<file path="src/design/acrss_pkg.sv">
// ****************************************************************
// converter clock, reference and sweep-select constants
// ****************************************************************
package acrss_pkg;

    // ************************************************************
    // bus geometry
    // ************************************************************
    localparam int unsigned ADR_W  = 14;
    localparam int unsigned DAT_W  = 32;
    localparam int unsigned SEL_W  = 4;
    localparam int unsigned IDX_W  = 12;
    localparam int unsigned IDX_LO = 2;
    localparam int unsigned REG_W  = 8;

    // register indices; byte address is four times the index
    localparam logic [IDX_W-1:0] IDX_SWEEP_CTRL = 12'hf71;
    localparam logic [IDX_W-1:0] IDX_CLK_REF    = 12'hf72;
    localparam logic [IDX_W-1:0] IDX_UPPER_MASK = 12'hf73;
    localparam logic [IDX_W-1:0] IDX_LOWER_SEL  = 12'hf74;

    // ************************************************************
    // field layout
    // ************************************************************
    localparam int unsigned DIV_W        = 4;
    localparam int unsigned REF_W        = 2;
    localparam int unsigned CR_REF_LO    = 6;
    localparam int unsigned CR_DIV_LO    = 0;
    localparam int unsigned SC_SWEEP_BIT = 5;
    localparam int unsigned SC_DIFF_BIT  = 3;
    localparam int unsigned UM_MASK_W    = 7;
    localparam int unsigned CHAN_W       = 5;
    localparam int unsigned SET_W        = 15;

    // ************************************************************
    // reset values
    // ************************************************************
    localparam logic [REG_W-1:0]     RST_SWEEP_CTRL = 8'h00;
    localparam logic [REG_W-1:0]     RST_LOWER_SEL  = 8'h00;
    localparam logic [UM_MASK_W-1:0] RST_UPPER_MASK = 7'h00;
    localparam logic [DIV_W-1:0]     RST_DIV        = 4'h0;
    localparam logic [DAT_W-1:0]     RST_DAT        = 32'h0000_0000;
    localparam logic [1:0]           RSV_ZERO2      = 2'h0;
    localparam logic                 RSV_ZERO1      = 1'h0;

    // positive reference codes
    typedef enum logic [REF_W-1:0] {
        REF_SUPPLY = 2'h0,
        REF_EXT    = 2'h1,
        REF_RSVD   = 2'h2,
        REF_BIAS   = 2'h3
    } acrss_ref_t;

    // bus slave states, one-hot
    typedef enum logic [1:0] {
        BUS_IDLE = 2'b01,
        BUS_ACK  = 2'b10
    } acrss_bus_t;

endpackage

</file>
<file path="src/design/acrss_clkdiv.sv">
`timescale 1ns/1ns
// ****************************************************************
// converter clock divider: one-cycle enable every (div + 1) clocks
// ****************************************************************
module acrss_clkdiv
    import acrss_pkg::*;
(
    // clock and reset
    input  wire logic             clk_i,
    input  wire logic             rst_i,
    // divide code
    input  wire logic [DIV_W-1:0] div_i,
    // converter clock enable
    output logic                  tick_o
);
    import acrss_pkg::*;

    typedef struct packed {
        logic [DIV_W-1:0] cnt;
        logic [DIV_W-1:0] lim;
        logic             tick;
    } acrss_div_t;

    acrss_div_t st_r;
    acrss_div_t st_nxt;

    // new divide code only latched at terminal count, so no short period
    always_comb begin
        st_nxt = st_r;
        st_nxt.tick = (st_r.cnt == st_r.lim);
        if (st_r.cnt == st_r.lim) begin
            st_nxt.cnt = RST_DIV;
            st_nxt.lim = div_i;
        end else begin
            st_nxt.cnt = st_r.cnt + 4'h1;
        end
    end

    // state register
    always_ff @(posedge clk_i) begin
        if (rst_i) begin
            st_r <= '{cnt: RST_DIV, lim: RST_DIV, tick: 1'b0};
        end else begin
            st_r <= st_nxt;
        end
    end

    assign tick_o = st_r.tick;

endmodule // acrss_clkdiv

</file>
<file path="src/design/acrss_scanmask.sv">
`timescale 1ns/1ns
// ****************************************************************
// swept channel set from lower and upper select registers
// ****************************************************************
module acrss_scanmask
    import acrss_pkg::*;
(
    // clock and reset
    input  wire logic                 clk_i,
    input  wire logic                 rst_i,
    // mode
    input  wire logic                 sweep_en_i,
    input  wire logic                 diff_i,
    // select registers
    input  wire logic [REG_W-1:0]     lower_i,
    input  wire logic [UM_MASK_W-1:0] upper_i,
    // set: [7:0] inputs 0-7, [12:8] inputs 8-12, [13] amp A0, [14] amp A1
    output logic      [SET_W-1:0]     set_o
);
    import acrss_pkg::*;

    typedef struct packed {
        logic [SET_W-1:0] set;
    } acrss_scan_t;

    acrss_scan_t st_r;
    acrss_scan_t st_nxt;

    // upper bits join only in single-ended sweeping; reserved otherwise
    always_comb begin
        st_nxt = st_r;
        if (!sweep_en_i) begin
            st_nxt.set = '0;
        end else if (diff_i) begin
            st_nxt.set = {{UM_MASK_W{1'b0}}, lower_i};
        end else begin
            st_nxt.set = {upper_i, lower_i};
        end
    end

    // state register
    always_ff @(posedge clk_i) begin
        if (rst_i) begin
            st_r <= '{set: '0};
        end else begin
            st_r <= st_nxt;
        end
    end

    assign set_o = st_r.set;

endmodule // acrss_scanmask

</file>
<file path="src/design/acrss_top.sv">
// Design decision made here: register access over Wishbone.
`timescale 1ns/1ns
// Behaviour
// - converter clock enable fires every divide code plus one system clocks
// - reference field picks supply, external pin, or buffered bias; code 10 reserved
// - clock/reference bits five and four read zero; software writes them zero
// - upper mask joins lower select in channel choice only while sweeping
// - single-ended sweep: upper bits add inputs 8-12, amp A0, amp A1
// - upper mask bits reserved when sweep off or differential sweep
// - sweeping on: upper mask read returns channel of held result
// - upper mask bit seven reads zero; software writes it zero
// - sweep-enable bit five of first control register switches sweeping
// - input-mode bit three selects single-ended (0) or differential (1)
module acrss_top
    import acrss_pkg::*;
(
    // clock and reset
    input  wire logic                 clk_i,
    input  wire logic                 rst_i,

    // wishbone classic slave
    input  wire logic                 wb_cyc_i,
    input  wire logic                 wb_stb_i,
    input  wire logic                 wb_we_i,
    input  wire logic [ADR_W-1:0]     wb_adr_i,
    input  wire logic [SEL_W-1:0]     wb_sel_i,
    input  wire logic [DAT_W-1:0]     wb_dat_i,
    output logic      [DAT_W-1:0]     wb_dat_o,
    output logic                      wb_ack_o,

    // from the conversion sequencer
    input  wire logic [CHAN_W-1:0]    result_channel_i,

    // converter clock
    output logic                      adc_clk_en_o,

    // positive reference control
    output logic      [REF_W-1:0]     positive_reference_select_o,
    output logic                      ref_use_supply_o,
    output logic                      ref_use_ext_pin_o,
    output logic                      ref_drive_bias_o,

    // sweep control
    output logic                      sweep_en_o,
    output logic                      differential_input_select_o,
    output logic      [SET_W-1:0]     sweep_set_o
);
    import acrss_pkg::*;

    // ************************************************************
    // state
    // ************************************************************
    typedef struct packed {
        acrss_bus_t           bus;
        logic [DAT_W-1:0]     dat;
        logic [REG_W-1:0]     sweep_ctrl;
        acrss_ref_t           positive_reference_select;
        logic [DIV_W-1:0]     div;
        logic [UM_MASK_W-1:0] upper;
        logic [REG_W-1:0]     lower;
        logic                 ref_supply;
        logic                 ref_ext;
        logic                 ref_bias;
    } acrss_state_t;

    acrss_state_t st_r;
    acrss_state_t st_nxt;

    logic [IDX_W-1:0] req_idx;
    logic             req_valid;
    logic             wr_lane0;

    // ************************************************************
    // helpers
    // ************************************************************

    // register hit: compare the word index of the bus address
    function automatic logic reg_hit(input logic [IDX_W-1:0] idx,
                                     input logic [IDX_W-1:0] want);
        reg_hit = (idx == want);
    endfunction

    // read value of one register, low byte of the bus word
    function automatic logic [REG_W-1:0] rd_byte(
        input logic [IDX_W-1:0]     idx,
        input acrss_state_t         s,
        input logic [CHAN_W-1:0]    chan
    );
        logic sweeping;
        sweeping = s.sweep_ctrl[SC_SWEEP_BIT];
        rd_byte  = '0;
        if (reg_hit(idx, IDX_SWEEP_CTRL)) begin
            rd_byte = s.sweep_ctrl;
        end else if (reg_hit(idx, IDX_CLK_REF)) begin
            rd_byte = {s.positive_reference_select, RSV_ZERO2, s.div};
        end else if (reg_hit(idx, IDX_UPPER_MASK)) begin
            if (sweeping) begin
                // held result's channel, not the mask
                rd_byte = {RSV_ZERO1, 2'h0, chan};
            end else begin
                rd_byte = {RSV_ZERO1, s.upper};
            end
        end else if (reg_hit(idx, IDX_LOWER_SEL)) begin
            rd_byte = s.lower;
        end else begin
            rd_byte = '0;
        end
    endfunction

    // ************************************************************
    // request decode
    // ************************************************************

    // word index; low two address bits ignored
    assign req_idx   = wb_adr_i[ADR_W-1:IDX_LO];
    assign req_valid = wb_cyc_i && wb_stb_i;
    // registers are one byte wide, so only lane 0 carries write data
    assign wr_lane0  = wb_we_i && wb_sel_i[0];

    // ************************************************************
    // next state
    // ************************************************************

    // bus slave: take request in idle, ack one cycle later, then drop.
    // the write lands on the edge where the master sees ack, so a
    // master that aborts before ack leaves the registers untouched.
    always_comb begin
        st_nxt = st_r;
        case (st_r.bus)
            BUS_IDLE: begin
                if (req_valid) begin
                    st_nxt.bus = BUS_ACK;
                    st_nxt.dat = {{(DAT_W-REG_W){1'b0}},
                                  rd_byte(req_idx, st_r, result_channel_i)};
                end
            end
            BUS_ACK: begin
                st_nxt.bus = BUS_IDLE;
                st_nxt.dat = RST_DAT;
                if (req_valid && wr_lane0) begin
                    if (reg_hit(req_idx, IDX_SWEEP_CTRL)) begin
                        // sweep enable and input mode live here
                        st_nxt.sweep_ctrl = wb_dat_i[REG_W-1:0];
                    end else if (reg_hit(req_idx, IDX_CLK_REF)) begin
                        // bits five and four are dropped: read-only zero
                        st_nxt.positive_reference_select =
                            acrss_ref_t'(wb_dat_i[CR_REF_LO +: REF_W]);
                        st_nxt.div = wb_dat_i[CR_DIV_LO +: DIV_W];
                    end else if (reg_hit(req_idx, IDX_UPPER_MASK)) begin
                        // bit seven is dropped: read-only zero
                        st_nxt.upper = wb_dat_i[UM_MASK_W-1:0];
                    end else if (reg_hit(req_idx, IDX_LOWER_SEL)) begin
                        st_nxt.lower = wb_dat_i[REG_W-1:0];
                    end else begin
                        // unmapped: acked, nothing stored
                        st_nxt.lower = st_r.lower;
                    end
                end
            end
            default: begin
                st_nxt.bus = BUS_IDLE;
            end
        endcase

        // reference decode; reserved code leaves every source off
        st_nxt.ref_supply = (st_nxt.positive_reference_select == REF_SUPPLY);
        st_nxt.ref_ext    = (st_nxt.positive_reference_select == REF_EXT);
        st_nxt.ref_bias   = (st_nxt.positive_reference_select == REF_BIAS);
    end

    // ************************************************************
    // state register
    // ************************************************************

    // synchronous reset: all registers to zero, bus to idle (one-hot 01), supply reference on
    always_ff @(posedge clk_i) begin
        if (rst_i) begin
            st_r.bus        <= BUS_IDLE;
            st_r.dat        <= RST_DAT;
            st_r.sweep_ctrl <= RST_SWEEP_CTRL;
            st_r.positive_reference_select     <= REF_SUPPLY;
            st_r.div        <= RST_DIV;
            st_r.upper      <= RST_UPPER_MASK;
            st_r.lower      <= RST_LOWER_SEL;
            st_r.ref_supply <= 1'b1;
            st_r.ref_ext    <= 1'b0;
            st_r.ref_bias   <= 1'b0;
        end else begin
            st_r <= st_nxt;
        end
    end

    // ************************************************************
    // converter clock divider
    // ************************************************************

    // the divider latches the code itself at terminal count
    acrss_clkdiv u_clkdiv (
        .clk_i  (clk_i),
        .rst_i  (rst_i),
        .div_i  (st_r.div),
        .tick_o (adc_clk_en_o)
    );

    // ************************************************************
    // swept channel set
    // ************************************************************

    // set lags a register write by one cycle
    acrss_scanmask u_scanmask (
        .clk_i      (clk_i),
        .rst_i      (rst_i),
        .sweep_en_i (st_r.sweep_ctrl[SC_SWEEP_BIT]),
        .diff_i     (st_r.sweep_ctrl[SC_DIFF_BIT]),
        .lower_i    (st_r.lower),
        .upper_i    (st_r.upper),
        .set_o      (sweep_set_o)
    );

    // ************************************************************
    // outputs, all straight from flip-flops
    // ************************************************************
    assign wb_ack_o                    = st_r.bus[1];
    assign wb_dat_o                    = st_r.dat;
    assign positive_reference_select_o = st_r.positive_reference_select;
    assign ref_use_supply_o            = st_r.ref_supply;
    assign ref_use_ext_pin_o           = st_r.ref_ext;
    assign ref_drive_bias_o            = st_r.ref_bias;
    assign sweep_en_o                  = st_r.sweep_ctrl[SC_SWEEP_BIT];
    assign differential_input_select_o = st_r.sweep_ctrl[SC_DIFF_BIT];

endmodule // acrss_top

</file>
<file path="config.mk">
export PLATFORM = sky130hd
export DESIGN_NAME = acrss_top
export DESIGN_NICKNAME = d
export VERILOG_FILES = /design/src/design/acrss_pkg.sv /design/src/design/acrss_clkdiv.sv /design/src/design/acrss_scanmask.sv /design/src/design/acrss_top.sv
export SDC_FILE = /design/constraint.sdc
export NUM_CORES = 1
export LEC_CHECK = 0
export ABC_AREA = 1
export BUFFER_PORTS_ARGS = -buffer_cell sky130_fd_sc_hd__buf_2
export CORE_MARGIN = 5
export CORE_UTILIZATION = 35
export DETAILED_ROUTE_END_ITERATION = 6
export SYNTH_ARGS = -nofsm -noshare
export SYNTH_HDL_FRONTEND = slang
export SYNTH_SLANG_ARGS = --single-unit
</file>
<file path="constraint.sdc">
create_clock -name clk_i -period 1.6 [get_ports clk_i]
set_input_delay 0.24 -clock clk_i [delete_from_list [all_inputs] [get_ports clk_i]]
set_output_delay 0.24 -clock clk_i [all_outputs]
set_load 0.005 [all_outputs]
</file>
==> qor.yml <==
pwr:
  vdd_drop_max_v: 0.0004206
  p_int_w: 0.002335
  finalPower_w: 0.003038
  power_density_nw_per_um2: 855.3
  p_sw_w: 0.0007031
  p_leak_nw: 1.890
  pwr-share-clk_pct: 40.4
  seqPwrFrac_pct: 54.2
  p_comb_share_pct: 5.3
  p_sw_share_pct: 23.14
finish:
  nNetsFinal: 547
  area_growth_pct: 16.30
  regArea_um2: 1321
  antenna_cells: 0
  drive_gt1_share_pct: 23.27
  nFillCells: 931
  multiInputGateArea_um2: 1340
floorplanning:
  start_util_pct: 35.54
  fp.dieW_um: 103.4
  chipHeight_um: 103.4
  core_um2: 8593
  die-area_um2: 10690
  fp-row-count: 34
  io_pins: 116
yosys:
  seq_area_frac_synth_pct: 43.26
  synth-seq-cells: 66
  synthCells: 419
  ys_warn_count: 0
  netlist_area_um2: 3054
  syn_area_per_cell_um2: 7.289
  synth.distinct_cells: 29
run_status:
  status: "completed"
min_path:
  hp-class: "in2reg"
route:
  ant_nets: 0
  met1_length_mm: 3.186
  totalWireLength_mm: 7.279
  wl_met3_um: 398
  vias: 2578
  dr_wl_met2_mm: 3.600
  drt_iter0_drc: 114
  top_layer: "met4"
  dr.pass1.iters: 4
  drc_errors: 0
  wire_per_inst_um: 12.17
  avgViaCountPerCell: 4.311
sta:
  setup_violations: 0
  rsz0062_at_grt: "no"
  slew_violations: 0
  hold_viol: 0
  finClkSkew_ns: 0.006567
  finalCritPeriodShare_pct: 83.48
  fin_crit_ns: 1.336
  max_freq_mhz: 748.7
  fin_tns_setup_ns: 0
worst_setup_path:
  arrival_ns: 1.56
  endpoint_kind: "flop"
  critPathLaunchType: "flop"
  cp_common_cell: "nor2_1"
  critical-path-slowest-cell: "dfxtp_1"
  critPathKind: "reg2reg"
  required_ns: 1.83
  worst-path-buf-inv: 1
  critPathMaxStageDelay_ns: 0.37
  worstPathMaxFanout: 16
  path_cells: "nand2_1 > nor2_4 > buf_4 > nand3_4 > nor2_1 > nor2_1"
  crit_family: "simple AND/OR/NAND/NOR gates"
grt:
  grt_overflow: 0
  track_usage_pct: 14.10
  antenna_found_initial: 0
  grt_pass1_vias: 2438
  grt_first_pass_wirelength_mm: 11.51
  grt_max_degree: 35
clocking:
  cts_tree: "built"
  numClockSinks: 66
  clock_latency_ns: 0.33
  cts_root_buf: "clkbuf_8"
  cts.hold.buffers_added: 0
  cts_inserted_buffers: 9
  cts.path.max_buffers: 2
  ctsResizeCount: 0
  postCtsSetupBuffers: 0
  htree_levels: 3
  clkTransAtPathRegs_ns: 0.07
placed_design:
  hpwlAfterDp_mm: 5.613
  gp_congestion: 0.8293
  portBuffers: 62
job:
  maxCapViolations: 0
## Yosys cell counts (all sizes together)
cell,number,share of area [%]
nand3,20,4.0
or2,1,0.20
inv,45,5.5
clkbuf,5,0.94
o21ai,28,4.6
ha,1,0.41
nand2,94,12
nor2,103,15
dfxtp,66,43
xor2,1,0.29
xnor2,5,1.4
clkinv,1,0.12
a21oi,7,1.1
conb,1,0.12
buf,36,9.1
nand4,3,1.1
nor3,2,0.66
## stage by stage
| stage | util [%] | instance area (um^2) | instances | hold slack [ns] | setup WS, ns |
|---|---|---|---|---|---|
| after global routing | 41.34 | 3552 | 598 | 0.1853 | 0.1196 |
| after CTS | 41.34 | 3552 | 598 | 0.1724 | 0.2454 |
| final | 41.34 | 3552 | 598 | 0.1842 | 0.2643 |
| after detailed placement | 39.36 | 3382 | 583 | 0.4389 | 0.07704 |
| after floorplan | - | 3141 | 442 | 0.3583 | 0.3712 |
| after global placement | 39.36 | 3382 | 583 | 0.4367 | 0.1184 |
## sequential cells by signal, summed over array words and instances, names as in the netlist
signal	count
u_clkdiv.st_r	8
ref_use_ext_pin_o	1
u_clkdiv.tick_o	1
sweep_en_o	1
ref_use_supply_o	1
positive_reference_select_o	2
ref_drive_bias_o	1
differential_input_select_o	1
wb_ack_o	1
st_r	26
wb_dat_o	8
u_scanmask.set_o	15
## path summary, 6_finish.rpt
| path | start | endpoint | slack (ns) | depth (start not counted) |
|---|---|---|---|---|
| min | wb_dat_i[7] | st_r[31] | 0.18 | 3 |
| max reg2reg | wb_ack_o | st_r[6] | 0.26 | 6 |
| max | wb_ack_o | st_r[6] | 0.26 | 6 |
| min reg2reg | wb_dat_o[6] | wb_dat_o[6] | 0.45 | 2 |
## layout by cell type (no fill, tap or decap)
cell / n
nor2_1: 95
nand2_1: 90
dfxtp_1: 66
buf_2: 62
inv_1: 38
conb_1: 24
o21ai_0: 19
nand3_1: 17
clkbuf_8: 11
buf_4: 11
o21ai_1: 9
inv_2: 7
a21oi_1: 7
nor2_4: 5
xnor2_1: 5
nand2_2: 3
clkinv_2: 3
nand4_1: 2
nand3_2: 2
nor3_2: 2
nor2_8: 2
nor2_2: 1
nand4_4: 1
nand2_4: 1
xor2_1: 1
clkinv_1: 1
nand3_4: 1
or2_2: 1
ha_1: 1
clkbuf_1: 1
buf_12: 1
## cells by family (layout without fill, tap and decap cells)
group	Yosys count	in the layout	share of synthesized area (%)
fa+ha+maj	1	1	0.4096
compound gates	35	35	5.735
flops	66	66	43.26
simple gates	223	223	33.06
xor+xnor	6	6	1.721
buf+inv	87	135	15.69
other cells	1	24	0.1228
## area by class of cell
type                    count  share of cell area, %
multi-input cells         289                  37.72
flip-flops and latches     66                  37.20
repair buffers             74                  11.62
inverters                  46                  4.861
clock buffers              12                  4.368
well taps                 108                  3.804
clock inverters             3                 0.4227
## power groups by stage
stage                     clock network, W  logic [W]  registers, W
after detailed placement                 0   0.000162       0.00168
after CTS                          0.00126   0.000162       0.00165
after floorplan                          0   0.000119       0.00168
after global placement                   0   0.000158       0.00168
after global routing               0.00134   0.000180       0.00165
final                              0.00123   0.000162       0.00165
## worst register-to-register path, cell delays in order (launching register included)
cell     delay (ns)
dfxtp_1        0.37
nand2_1        0.12
nor2_4         0.19
buf_4          0.17
nand3_4        0.18
nor2_1         0.15
nor2_1         0.06
## routing by layer
metal	GRT usage, %	vias to the layer above
li1	-	1352
met1	17.81	1154
met2	23.73	64
met3	3.353	8
met4	4.482	0
met5	0	-
No activity file was read; power rests on OpenSTA's default activity.
